===== src/hdl/dac_pkg.sv =====
/*
  Package for the dual converter control register block: register offsets,
  bit positions, reset values, start-mode codes and port carrier structs.
  Assumes an APB slave with 32-bit data and byte-addressed word registers.
*/
package dac_pkg;

  // ----------------------------------------------------------------------
  // Register byte addresses (printed offsets kept as indices, times four)
  // ----------------------------------------------------------------------
  localparam logic [7:0]  IDX_CTRL0  = 8'h8e;
  localparam logic [7:0]  IDX_CTRL1  = 8'h97;
  localparam logic [7:0]  IDX_MODE_B = 8'ha1;
  localparam logic [7:0]  IDX_MODE_A = 8'hc0;
  localparam logic [11:0] ADDR_CTRL0  = {2'h0, IDX_CTRL0, 2'h0};
  localparam logic [11:0] ADDR_CTRL1  = {2'h0, IDX_CTRL1, 2'h0};
  localparam logic [11:0] ADDR_MODE_B = {2'h0, IDX_MODE_B, 2'h0};
  localparam logic [11:0] ADDR_MODE_A = {2'h0, IDX_MODE_A, 2'h0};

  // ----------------------------------------------------------------------
  // Control register fields (same positions for both converters)
  // ----------------------------------------------------------------------
  localparam int CTL_START_LO   = 0;
  localparam int CTL_ENABLE     = 2;
  localparam int CTL_DONE       = 3;
  localparam int CTL_EDGE_POL   = 4;
  localparam int CTL_TIMER_TRIG = 5;
  localparam int CTL_DONE_IE    = 6;
  localparam int CTL_LIMIT_IE   = 7;

  // ----------------------------------------------------------------------
  // Mode register A fields: base positions, second converter adds 4
  // ----------------------------------------------------------------------
  localparam int MDA_SINGLE  = 0;
  localparam int MDA_FIXED   = 1;
  localparam int MDA_SCAN    = 2;
  localparam int MDA_LIMIT   = 3;
  localparam int MDA_STRIDE  = 4;

  // ----------------------------------------------------------------------
  // Mode register B fields
  // ----------------------------------------------------------------------
  localparam int MDB_ALL_LIMIT0 = 0;
  localparam int MDB_ALL_LIMIT1 = 1;
  localparam int MDB_DAC0       = 2;
  localparam int MDB_DAC1       = 3;
  localparam int MDB_DIV_LO     = 5;

  localparam logic [7:0] RST_CTRL0  = 8'h00;
  localparam logic [7:0] RST_CTRL1  = 8'h00;
  localparam logic [7:0] RST_MODE_A = 8'h00;
  localparam logic [7:0] RST_MODE_B = 8'h00;
  localparam logic [7:0] MDB_WMASK  = 8'hef;

  typedef enum logic [1:0] {
    DAC_START_TIMER_OR_STOP = 2'h0,
    DAC_START_IMMEDIATE     = 2'h1,
    DAC_START_EDGE          = 2'h2,
    DAC_START_DUAL          = 2'h3
  } dac_start_e;

  // Converter core status, one set per converter.
  typedef struct packed {
    logic done;
    logic out_of_range;
    logic first_input;
  } dac_core_evt_s;

  // Converter core controls, one set per converter.
  typedef struct packed {
    logic       start;
    logic       enable;
    logic       dac_mode;
    logic       single_mode;
    logic       fixed_cont;
    logic       scan_cont;
    logic       single_step;
  } dac_core_ctl_s;

endpackage : dac_pkg


===== src/hdl/dac_regs.sv =====
/*
  Dual converter control and mode registers behind an APB slave. Produces
  start pulses, mode levels, a divided converter clock enable and the two
  interrupt requests. Assumes the converter cores report done and
  out-of-range as one-cycle pulses on pclk, timer overflow is a pclk pulse,
  and the trigger pin is asynchronous to pclk.
*/
`timescale 1ns/1ps
`default_nettype none

// Summary of operation
// - Code 00 with timer bit starts on overflow.
// - Code 00 without timer bit is stop.
// - Writing code 01 starts immediately.
// - Code 10 starts on selected pin edge.
// - Writing code 11 starts both converters together.
// - Bit 2 enables converter and DAC output.
// - Done flag set by hardware, cleared by software.
// - Edge bit 0 falling, 1 rising.
// - Done flag with enable requests interrupt.
// - Limit flag with enable requests interrupt.
// - Single-conversion mode bits 0 and 4.
// - Fixed continuous mode bits 1 and 5.
// - Scan continuous mode bits 2 and 6.
// - Limit flag set when result out of range.
// - Second control register mirrors first layout.
// - Mode B: divider, DAC selects, all-limit, reserved.
// - Converter clock is pclk over divider plus one.
// - Triggers ignored while conversion is running.
// - All mode bits clear means single step.
// - All-limit bit picks any input or first.
module dac_regs #(
  parameter int ADDR_W = 12
) (
  input  wire  logic                 pclk,
  input  wire  logic                 presetn,
  input  wire  logic                 psel,
  input  wire  logic                 penable,
  input  wire  logic                 pwrite,
  input  wire  logic [ADDR_W-1:0]    paddr,
  input  wire  logic [31:0]          pwdata,
  input  wire  logic [3:0]           pstrb,
  output logic                       pready,
  output logic                       pslverr,
  output logic [31:0]                prdata,
  input  wire  logic                 timer0_overflow,
  input  wire  logic                 edge_trigger_pin,
  input  wire  logic                 conv_irq_global_en,
  input  wire  dac_pkg::dac_core_evt_s core_evt0,
  input  wire  dac_pkg::dac_core_evt_s core_evt1,
  output dac_pkg::dac_core_ctl_s     core_ctl0,
  output dac_pkg::dac_core_ctl_s     core_ctl1,
  output logic                       conv_clk_en,
  output logic                       conv0_irq,
  output logic                       conv1_irq
);
  import dac_pkg::*;

  initial begin
    if (ADDR_W < 12) begin
      $error("dac_regs: ADDR_W must be at least 12");
    end
  end

  // ----------------------------------------------------------------------
  // State
  // ----------------------------------------------------------------------
  typedef struct packed {
    logic [7:0]  ctrl0;
    logic [7:0]  ctrl1;
    logic [7:0]  mode_a;
    logic [7:0]  mode_b;
    logic [1:0]  busy;
    logic [2:0]  pin_sync;
    logic [2:0]  div_cnt;
    logic [1:0]  start;
    logic        clk_en;
    logic [31:0] rdata;
  } dac_state_s;

  dac_state_s state_reg;
  dac_state_s state_next;

  // ----------------------------------------------------------------------
  // Helpers
  // ----------------------------------------------------------------------
  function automatic logic [7:0] dac_reg_read(input dac_state_s s,
                                              input logic [11:0] a);
    unique case (a)
      ADDR_CTRL0:  dac_reg_read = s.ctrl0;
      ADDR_CTRL1:  dac_reg_read = s.ctrl1;
      ADDR_MODE_A: dac_reg_read = s.mode_a;
      ADDR_MODE_B: dac_reg_read = s.mode_b & MDB_WMASK;
      default:     dac_reg_read = 8'h00;
    endcase
  endfunction : dac_reg_read

  // Trigger for one converter from its control byte and the shared events.
  function automatic logic dac_trigger(input logic [7:0] c,
                                       input logic       tmr,
                                       input logic       rise,
                                       input logic       fall);
    logic [1:0] code;
    code = c[CTL_START_LO +: 2];
    unique case (code)
      DAC_START_TIMER_OR_STOP: dac_trigger = c[CTL_TIMER_TRIG] & tmr;
      DAC_START_EDGE: dac_trigger = c[CTL_EDGE_POL] ? rise : fall;
      default:        dac_trigger = 1'b0;
    endcase
  endfunction : dac_trigger

  logic [11:0] addr12;
  logic        ack_reg;
  logic        wr_acc;
  logic        rd_acc;
  logic        mapped;
  logic        pin_rise;
  logic        pin_fall;
  logic [2:0]  div_sel;
  logic [7:0]  wbyte;
  logic        imm0;
  logic        imm1;
  logic        dual;
  logic        trig0;
  logic        trig1;
  logic        lim0;
  logic        lim1;

  assign addr12 = paddr[11:0];
  assign mapped = (addr12 == ADDR_CTRL0) || (addr12 == ADDR_CTRL1) ||
                  (addr12 == ADDR_MODE_A) || (addr12 == ADDR_MODE_B);
  // A write lands only at the edge that ends the transfer, so an immediate
  // start code is seen once and gives a single start pulse.
  assign wr_acc = psel & penable & pwrite & pstrb[0] & ack_reg;
  // Read data is captured one cycle early so it stands from a flip-flop
  // exactly in the cycle in which pready is high, and nowhere else.
  assign rd_acc = psel & penable & ~pwrite & ~ack_reg;
  assign wbyte  = pwdata[7:0];

  assign pin_rise = state_reg.pin_sync[1] & ~state_reg.pin_sync[2];
  assign pin_fall = ~state_reg.pin_sync[1] & state_reg.pin_sync[2];
  assign div_sel  = state_reg.mode_b[MDB_DIV_LO +: 3];

  // Immediate starts come from the written code, not the stored one.
  assign imm0 = wr_acc && addr12 == ADDR_CTRL0 &&
                wbyte[CTL_START_LO +: 2] == DAC_START_IMMEDIATE;
  assign imm1 = wr_acc && addr12 == ADDR_CTRL1 &&
                wbyte[CTL_START_LO +: 2] == DAC_START_IMMEDIATE;
  assign dual = wr_acc && (addr12 == ADDR_CTRL0 || addr12 == ADDR_CTRL1) &&
                wbyte[CTL_START_LO +: 2] == DAC_START_DUAL;

  assign trig0 = dac_trigger(state_reg.ctrl0, timer0_overflow,
                             pin_rise, pin_fall);
  assign trig1 = dac_trigger(state_reg.ctrl1, timer0_overflow,
                             pin_rise, pin_fall);

  // With all-limit clear only a result from the first input counts.
  assign lim0 = core_evt0.out_of_range & (state_reg.mode_b[MDB_ALL_LIMIT0] |
                core_evt0.first_input);
  assign lim1 = core_evt1.out_of_range & (state_reg.mode_b[MDB_ALL_LIMIT1] |
                core_evt1.first_input);

  // ----------------------------------------------------------------------
  // Next state
  // ----------------------------------------------------------------------
  always_comb begin
    state_next = state_reg;
    state_next.pin_sync = {state_reg.pin_sync[1:0], edge_trigger_pin};

    // Divider: one enable pulse every div_sel+1 cycles.
    if (state_reg.div_cnt >= div_sel) begin
      state_next.div_cnt = 3'h0;
      state_next.clk_en  = 1'b1;
    end else begin
      state_next.div_cnt = state_reg.div_cnt + 3'h1;
      state_next.clk_en  = 1'b0;
    end

    if (wr_acc) begin
      unique case (addr12)
        ADDR_CTRL0:  state_next.ctrl0 = wbyte;
        ADDR_CTRL1:  state_next.ctrl1 = wbyte;
        ADDR_MODE_A: state_next.mode_a = wbyte;
        ADDR_MODE_B: state_next.mode_b = wbyte & MDB_WMASK;
        default: begin
        end
      endcase
    end

    // Hardware sets land after software writes so they win.
    if (core_evt0.done) begin
      state_next.ctrl0[CTL_DONE] = 1'b1;
    end
    if (core_evt1.done) begin
      state_next.ctrl1[CTL_DONE] = 1'b1;
    end
    if (lim0) begin
      state_next.mode_a[MDA_LIMIT] = 1'b1;
    end
    if (lim1) begin
      state_next.mode_a[MDA_LIMIT + MDA_STRIDE] = 1'b1;
    end

    // A converter disabled before the edge never starts; a busy one ignores triggers.
    state_next.start[0] = state_reg.ctrl0[CTL_ENABLE] &
                          (imm0 | dual | (trig0 & ~state_reg.busy[0]));
    state_next.start[1] = state_reg.ctrl1[CTL_ENABLE] &
                          (imm1 | dual | (trig1 & ~state_reg.busy[1]));
    if (state_next.start[0]) begin
      state_next.busy[0] = 1'b1;
    end else if (core_evt0.done || !state_reg.ctrl0[CTL_ENABLE]) begin
      state_next.busy[0] = 1'b0;
    end
    if (state_next.start[1]) begin
      state_next.busy[1] = 1'b1;
    end else if (core_evt1.done || !state_reg.ctrl1[CTL_ENABLE]) begin
      state_next.busy[1] = 1'b0;
    end

    state_next.rdata = rd_acc ? {24'h0, dac_reg_read(state_reg, addr12)}
                              : 32'h0;
  end

  always_ff @(posedge pclk or negedge presetn) begin
    if (!presetn) begin
      state_reg          <= '0;
      state_reg.ctrl0    <= RST_CTRL0;
      state_reg.ctrl1    <= RST_CTRL1;
      state_reg.mode_a   <= RST_MODE_A;
      state_reg.mode_b   <= RST_MODE_B;
    end else begin
      state_reg <= state_next;
    end
  end

  // ----------------------------------------------------------------------
  // Outputs
  // ----------------------------------------------------------------------
  // One wait state lets read data come straight from a flip-flop.
  always_ff @(posedge pclk or negedge presetn) begin
    if (!presetn) begin
      ack_reg <= 1'b0;
    end else begin
      ack_reg <= psel & penable & ~ack_reg;
    end
  end

  // Writes and the slave error happen only in the completing cycle.
  assign pready  = ack_reg;
  assign pslverr = ack_reg & ~mapped;
  assign prdata  = state_reg.rdata;
  assign conv_clk_en = state_reg.clk_en;

  always_comb begin
    core_ctl0.start       = state_reg.start[0];
    core_ctl0.enable      = state_reg.ctrl0[CTL_ENABLE];
    core_ctl0.dac_mode    = state_reg.ctrl0[CTL_ENABLE] &
                            state_reg.mode_b[MDB_DAC0];
    core_ctl0.single_mode = state_reg.mode_a[MDA_SINGLE];
    core_ctl0.fixed_cont  = state_reg.mode_a[MDA_FIXED];
    core_ctl0.scan_cont   = state_reg.mode_a[MDA_SCAN];
    core_ctl0.single_step = state_reg.mode_a[2:0] == 3'h0;
    core_ctl1.start       = state_reg.start[1];
    core_ctl1.enable      = state_reg.ctrl1[CTL_ENABLE];
    core_ctl1.dac_mode    = state_reg.ctrl1[CTL_ENABLE] &
                            state_reg.mode_b[MDB_DAC1];
    core_ctl1.single_mode = state_reg.mode_a[MDA_SINGLE + MDA_STRIDE];
    core_ctl1.fixed_cont  = state_reg.mode_a[MDA_FIXED + MDA_STRIDE];
    core_ctl1.scan_cont   = state_reg.mode_a[MDA_SCAN + MDA_STRIDE];
    core_ctl1.single_step = state_reg.mode_a[6:4] == 3'h0;
  end

  assign conv0_irq = conv_irq_global_en &
    ((state_reg.ctrl0[CTL_DONE_IE] & state_reg.ctrl0[CTL_DONE]) |
     (state_reg.ctrl0[CTL_LIMIT_IE] & state_reg.mode_a[MDA_LIMIT]));
  assign conv1_irq = conv_irq_global_en &
    ((state_reg.ctrl1[CTL_DONE_IE] & state_reg.ctrl1[CTL_DONE]) |
     (state_reg.ctrl1[CTL_LIMIT_IE] &
      state_reg.mode_a[MDA_LIMIT + MDA_STRIDE]));

endmodule : dac_regs

`default_nettype wire


===== config.mk =====
export PLATFORM = sky130hd
export DESIGN_NAME = dac_regs
export DESIGN_NICKNAME = d
export VERILOG_FILES = /design/src/hdl/dac_pkg.sv /design/src/hdl/dac_regs.sv
export SDC_FILE = /design/constraint.sdc
export NUM_CORES = 1
export LEC_CHECK = 0
export BUFFER_PORTS_ARGS = -buffer_cell sky130_fd_sc_hd__buf_2
export CAP_MARGIN = 20
export CELL_PAD_IN_SITES_DETAIL_PLACEMENT = 0
export CELL_PAD_IN_SITES_GLOBAL_PLACEMENT = 1
export CORE_AREA = 5 5 96 98
export CTS_BUF_LIST = sky130_fd_sc_hd__clkbuf_16
export CTS_CLUSTER_DIAMETER = 50
export DETAILED_ROUTE_END_ITERATION = 6
export DIE_AREA = 0 0 101 103
export GPL_TIMING_DRIVEN = 0
export PLACE_DENSITY = 0.8
export RECOVER_POWER = 100
export SYNTH_ARGS = -nofsm -noshare
export SYNTH_HDL_FRONTEND = slang
export SYNTH_SLANG_ARGS = --single-unit

===== constraint.sdc =====
create_clock -name pclk -period 2.15 [get_ports pclk]
set_input_delay 0 -clock pclk [delete_from_list [all_inputs] [get_ports pclk]]
set_output_delay 0 -clock pclk [all_outputs]
set_load 0.01 [all_outputs]

Word level (Yosys, flattened, before mapping)
Index checks and enable logic that the tools add are counted.
{"block": "word_totals", "ff_bits": 51, "in_bits": 62, "out_inout_bits": 51, "wordCells": 123}
{"block": "classes", "n_addsub": 1, "magnitude_cmp": 1, "eq_ne": 8, "n_mux": 21, "n_bitwise": 41, "reduce_logical": 35}
{"operator": "$eq A12 B10 Y1 const B", "count": 4}
{"operator": "$mux W8", "count": 4}
{"operator": "$pmux W8 S4", "count": 1}
{"operator": "$mux W28", "count": 1}
{"operator": "$and A1 B1 Y1", "count": 26}
{"operator": "$reduce_bool A2 Y1", "count": 10}
{"operator": "$reduce_and A2 Y1", "count": 8}
{"operator": "$mux W1", "count": 11}
{"operator": "$or A1 B1 Y1", "count": 8}
{"operator": "$not A1 Y1", "count": 7}
{"operator": "$eq A2 B2 Y1 const B", "count": 3}
{"operator": "$logic_and A1 B1 Y1", "count": 6}
{"operator": "$logic_not A3 Y1", "count": 2}
{"operator": "$logic_or A1 B1 Y1", "count": 5}
{"operator": "$logic_not A2 Y1", "count": 2}
{"operator": "$mux W4", "count": 1}
{"operator": "$pmux W1 S2", "count": 2}
{"operator": "$add A3 B1 Y3 const B", "count": 1}
{"operator": "$ge A3 B3 Y1", "count": 1}
{"operator": "$mux W3", "count": 1}
{"operator": "$eq A2 B1 Y1 const B", "count": 1}
{"operator": "$logic_not A1 Y1", "count": 2}

Depth between registers and ports, before layout
{"block": "logic_depth", "depth_word": 10, "mapped_depth": 6, "depth_no_buf": 6}

Worst setup path before layout
OpenSTA, ideal clock, no wires.
{"block": "synth_timing", "path_type": "reg2reg", "startpoint": "register ack_reg, in the netlist pready", "endpoint": "register state_reg, in the netlist div_sel[0]", "setup_time_ns": 0.125, "arrival_time_ns": 1.597, "t_required_ns": 2.025, "setup_slack_ns": 0.428, "stages_incl_launch_ff": 5, "n_path_buf": 0, "synth_period_minus_slack_ns": 1.722, "path_cell_list": "dfrtp_1 and3_1 nand3_1 nor3_2 mux2_2"}
{"block": "synth_via", "elab_chain_len": 2}
{"element": "from (decl)", "line": "dac_regs.sv:113", "text": "logic ack_reg;"}
{"element": "from (signal assigned)", "line": "dac_regs.sv:244", "text": "ack_reg <= psel & penable & ~ack_reg;"}
{"element": "$and A1 B1 Y1", "line": "dac_regs.sv:134", "text": "assign wr_acc = psel & penable & pwrite & pstrb[0] & ack_reg;"}
{"element": "$reduce_and A2 Y1 (no line)"}
{"element": "to (signal assigned)", "line": "dac_regs.sv:232", "text": "state_reg <= state_next;"}
{"element": "to (decl)", "line": "dac_regs.sv:81", "text": "dac_state_s state_reg;"}
Every way passes these cells.
A chain may end at the register's enable or synchronous reset.

Final worst setup path
{"block": "layout_timing", "startpoint": "register ack_reg, in the netlist pready", "endpoint": "register state_reg, in the netlist core_ctl0[2]"}
Same word-level chain as after synthesis.

==> flow_summary_export.csv <==
group,metric,value,unit
clock_network,cts_tree,"yes",
synthesis,async_flop_share,100,%
placement,io_buffer_count,61,
placement,gp_congestion,0.852,
final_layout,fin_util,43.3,%
placement,post_dp_cell_area,0.00348,mm²
worst_setup_path,worstPathArrival,2.17,ns
synthesis,synth_cell_types,45,
power_and_ir_drop,power,1.92,mW
global_route,grt_usage,14.5,%
detailed_routing,dr_wl_met3,489,µm
worst_setup_path,required,2.33,ns
outcome,status,"finished clean",
floorplan,initial_core_util,35.3,%
synthesis,synth.largest_area_cell,"dfrtp_1",
global_route,grt_pass1_wl,11.8,mm
synthesis,synth_ff_type,"dfrtp_1",
timing,worst_pin_slew,0.948,ns
synthesis,ys_ff_latch,51,
final_layout,diodes,0,
placement,hpwl,5.57,mm
clock_network,clkLatencyLatePin,0.29,ns
synthesis,yosysWarnings,0,
final_layout,drive_above_1_share,34.9,%
power_and_ir_drop,max-vdd-ir-drop,0.000288,V
timing,fin_crit_sh,92.7,%
global_route,overflow,0,
timing,hold_viol_final,0,
synthesis,ys_top_cells_by_area,"dfrtp_1 (43%), buf_4 (11%), mux2_2 (10%), nand3_1 (5.9%), a21o_1 (4.3%)",
detailed_routing,drc,0,
floorplan,core-area,0.00838,mm²
floorplan,die_y,103,µm
synthesis,netlist.area_leader.share,43.2,%
final_layout,largest_reg_flops,26,
clock_network,cts_sinks,51,
timing,skew,0.00245,ns
placement,dp_cells,466,
clock_network,cts_buffers,5,
timing,max_freq,501,MHz
clock_network,cts_max_level,2,
power_and_ir_drop,power_density,529,mW/mm²
clock_network,root_buffer,"clkbuf_16",
floorplan,rows,34,
floorplan,design.die.area,0.0104,mm²
detailed_routing,drt_iter0_drc,143,
detailed_routing,wl_met1,3.04,mm
power_and_ir_drop,switching_share,23.7,%
floorplan,num_io_pins,113,
final_layout,stdcell_area,0.00363,mm²
synthesis,seq_area_frac_synth,43.2,%
worst_setup_path,setup.worst_path.start_class,"flip-flop",
timing,fin_crit,1.99,ns
final_layout,area_growth,22.9,%
detailed_routing,wire_per_inst,15.0,µm
job,drv_cap,0,
synthesis,netlist_area,0.00296,mm²
clock_network,clockBufferDepth,2,
detailed_routing,top_layer,"met4",
power_and_ir_drop,p_sw,455,µW
final_layout,final_cell_mix,"dfrtp_1 (51), buf_2 (45), nand3_1 (35)",
clock_network,clk_pin_slew,0.06,ns
timing,max_slew_margin,36.8,%
detailed_routing,wl,7.25,mm
synthesis,synth-edff-count,0,
synthesis,avgSynthCellArea,10.8,µm²
worst_setup_path,path_class,"reg2reg",
worst_setup_path,path_max_fanout,6,
detailed_routing,ant_nets,0,
detailed_routing,wl_met2,3.62,mm
synthesis,syn_inst,274,
final_layout,fin_cells,483,
global_route,grt_max_degree,52,
timing,rsz0062_at_grt,"no",
final_layout,nNetsFinal,440,
worst_setup_path,end_kind,"flip-flop",
hold_path,hp-class,"in2reg",
timing,final-setup-viol-count,0,
final_layout,final_common_cell,"dfrtp_1",
detailed_routing,dr_total_vias,2317,
detailed_routing,viasPerCell,4.80,
global_route,grt_pass1_vias,2354,
power_and_ir_drop,p_int,1.47,mW
timing,drv_slew,0,
power_and_ir_drop,power_frac_clock,40.2,%
power_and_ir_drop,pwr-share-comb,9.5,%
detailed_routing,drt-pass1-iter-count,4,
floorplan,die_w,101,µm
power_and_ir_drop,sequentialPowerShare,50.3,%
power_and_ir_drop,power.leakage,1.66,nW
timing,tns,0,ns
global_route,grt_antenna_before_repair,0,
==> cells in the mapped netlist, types with 5 or more instances <==
library cell,number
dfrtp_1,51
mux2_2,27
a211oi_2,8
nor2b_1,5
a21o_1,17
clkbuf_1,5
nand2_1,9
nor2_1,12
buf_4,42
nand3_1,35
==> routing by layer <==
metal  vias up  global-route usage, %
li1       1119                      -
met1      1113                   18.9
met2        74                   24.8
met3        11                   2.50
met4         0                   4.60
met5         -                      0
==> critical path, stage by stage (launching register included) <==
cell and delay [ns]:
dfrtp_1 0.41, and3_1 0.18, nand3_1 0.30, nor2_1 0.59
mux2_2 0.40
==> worst paths after layout <==
kind / start / to / slack (ns) / cells after the start
max in group asynchronous: presetn / state_reg[35]$_DFF_PN0_ / 0.46 / 3
setup / recovery: pready$_DFF_PN0_ / core_ctl0[2]$_DFFE_PN0P_ / 0.16 / 4
setup reg to reg: pready$_DFF_PN0_ / core_ctl0[2]$_DFFE_PN0P_ / 0.16 / 4
hold / removal: penable / pready$_DFF_PN0_ / 0.01 / 3
hold reg to reg: state_next[39]$_DFF_PN0_ / state_next[40]$_DFF_PN0_ / 0.35 / 0
min in group asynchronous: presetn / state_reg[41]$_DFFE_PN0P_ / 0.37 / 2
==> power groups by stage <==
stage                     Sequential (mW)  Clock, mW  Combinational (mW)
final                               0.967      0.772               0.183
after global routing                0.967      0.824               0.203
after CTS                           0.967      0.781               0.185
after detailed placement            0.985          0               0.174
after global placement              0.985          0               0.172
after floorplan                     0.985          0              0.0898
==> what timing repair did <==
action	in CTS	in global routing
endpoints found under the hold margin	60	0
buffers inserted	0	0
resized for setup	0	0
hold buffers	8	0
==> cell families after synthesis <==
family                   after synthesis  synth area share [%]
AO/OA/AOI/OAI                         41                  11.5
XOR/XNOR                               1                 0.296
adder cells (fa/ha/maj)                4                  1.69
buffers and inverters                 54                  12.4
flip-flops                            51                  43.2
multiplexers                          29                  11.0
other                                  1                 0.127
AND/OR/NAND/NOR                       93                  19.8
==> area by class of cell <==
type,count,area [µm²]
inverter,4,15.0
timing repair buffer,70,369
sequential,51,1280
clock buffer,5,125
multi-input combinational,192,1350
clock inverter,3,16.3
buffer,50,347
fill,852,4750
tap,108,135
==> metrics by stage <==
stage / setup slack, ns / hold WS (ns)
global placement: 0.146 / 0.111
detailed placement: 0.123 / 0.113
global route: 0.0468 / 0.0215
floorplan: 0.428 / -0.296
CTS: 0.127 / 0.0132
finish: 0.156 / 0.0125
Power figures use the tool's default switching activity.
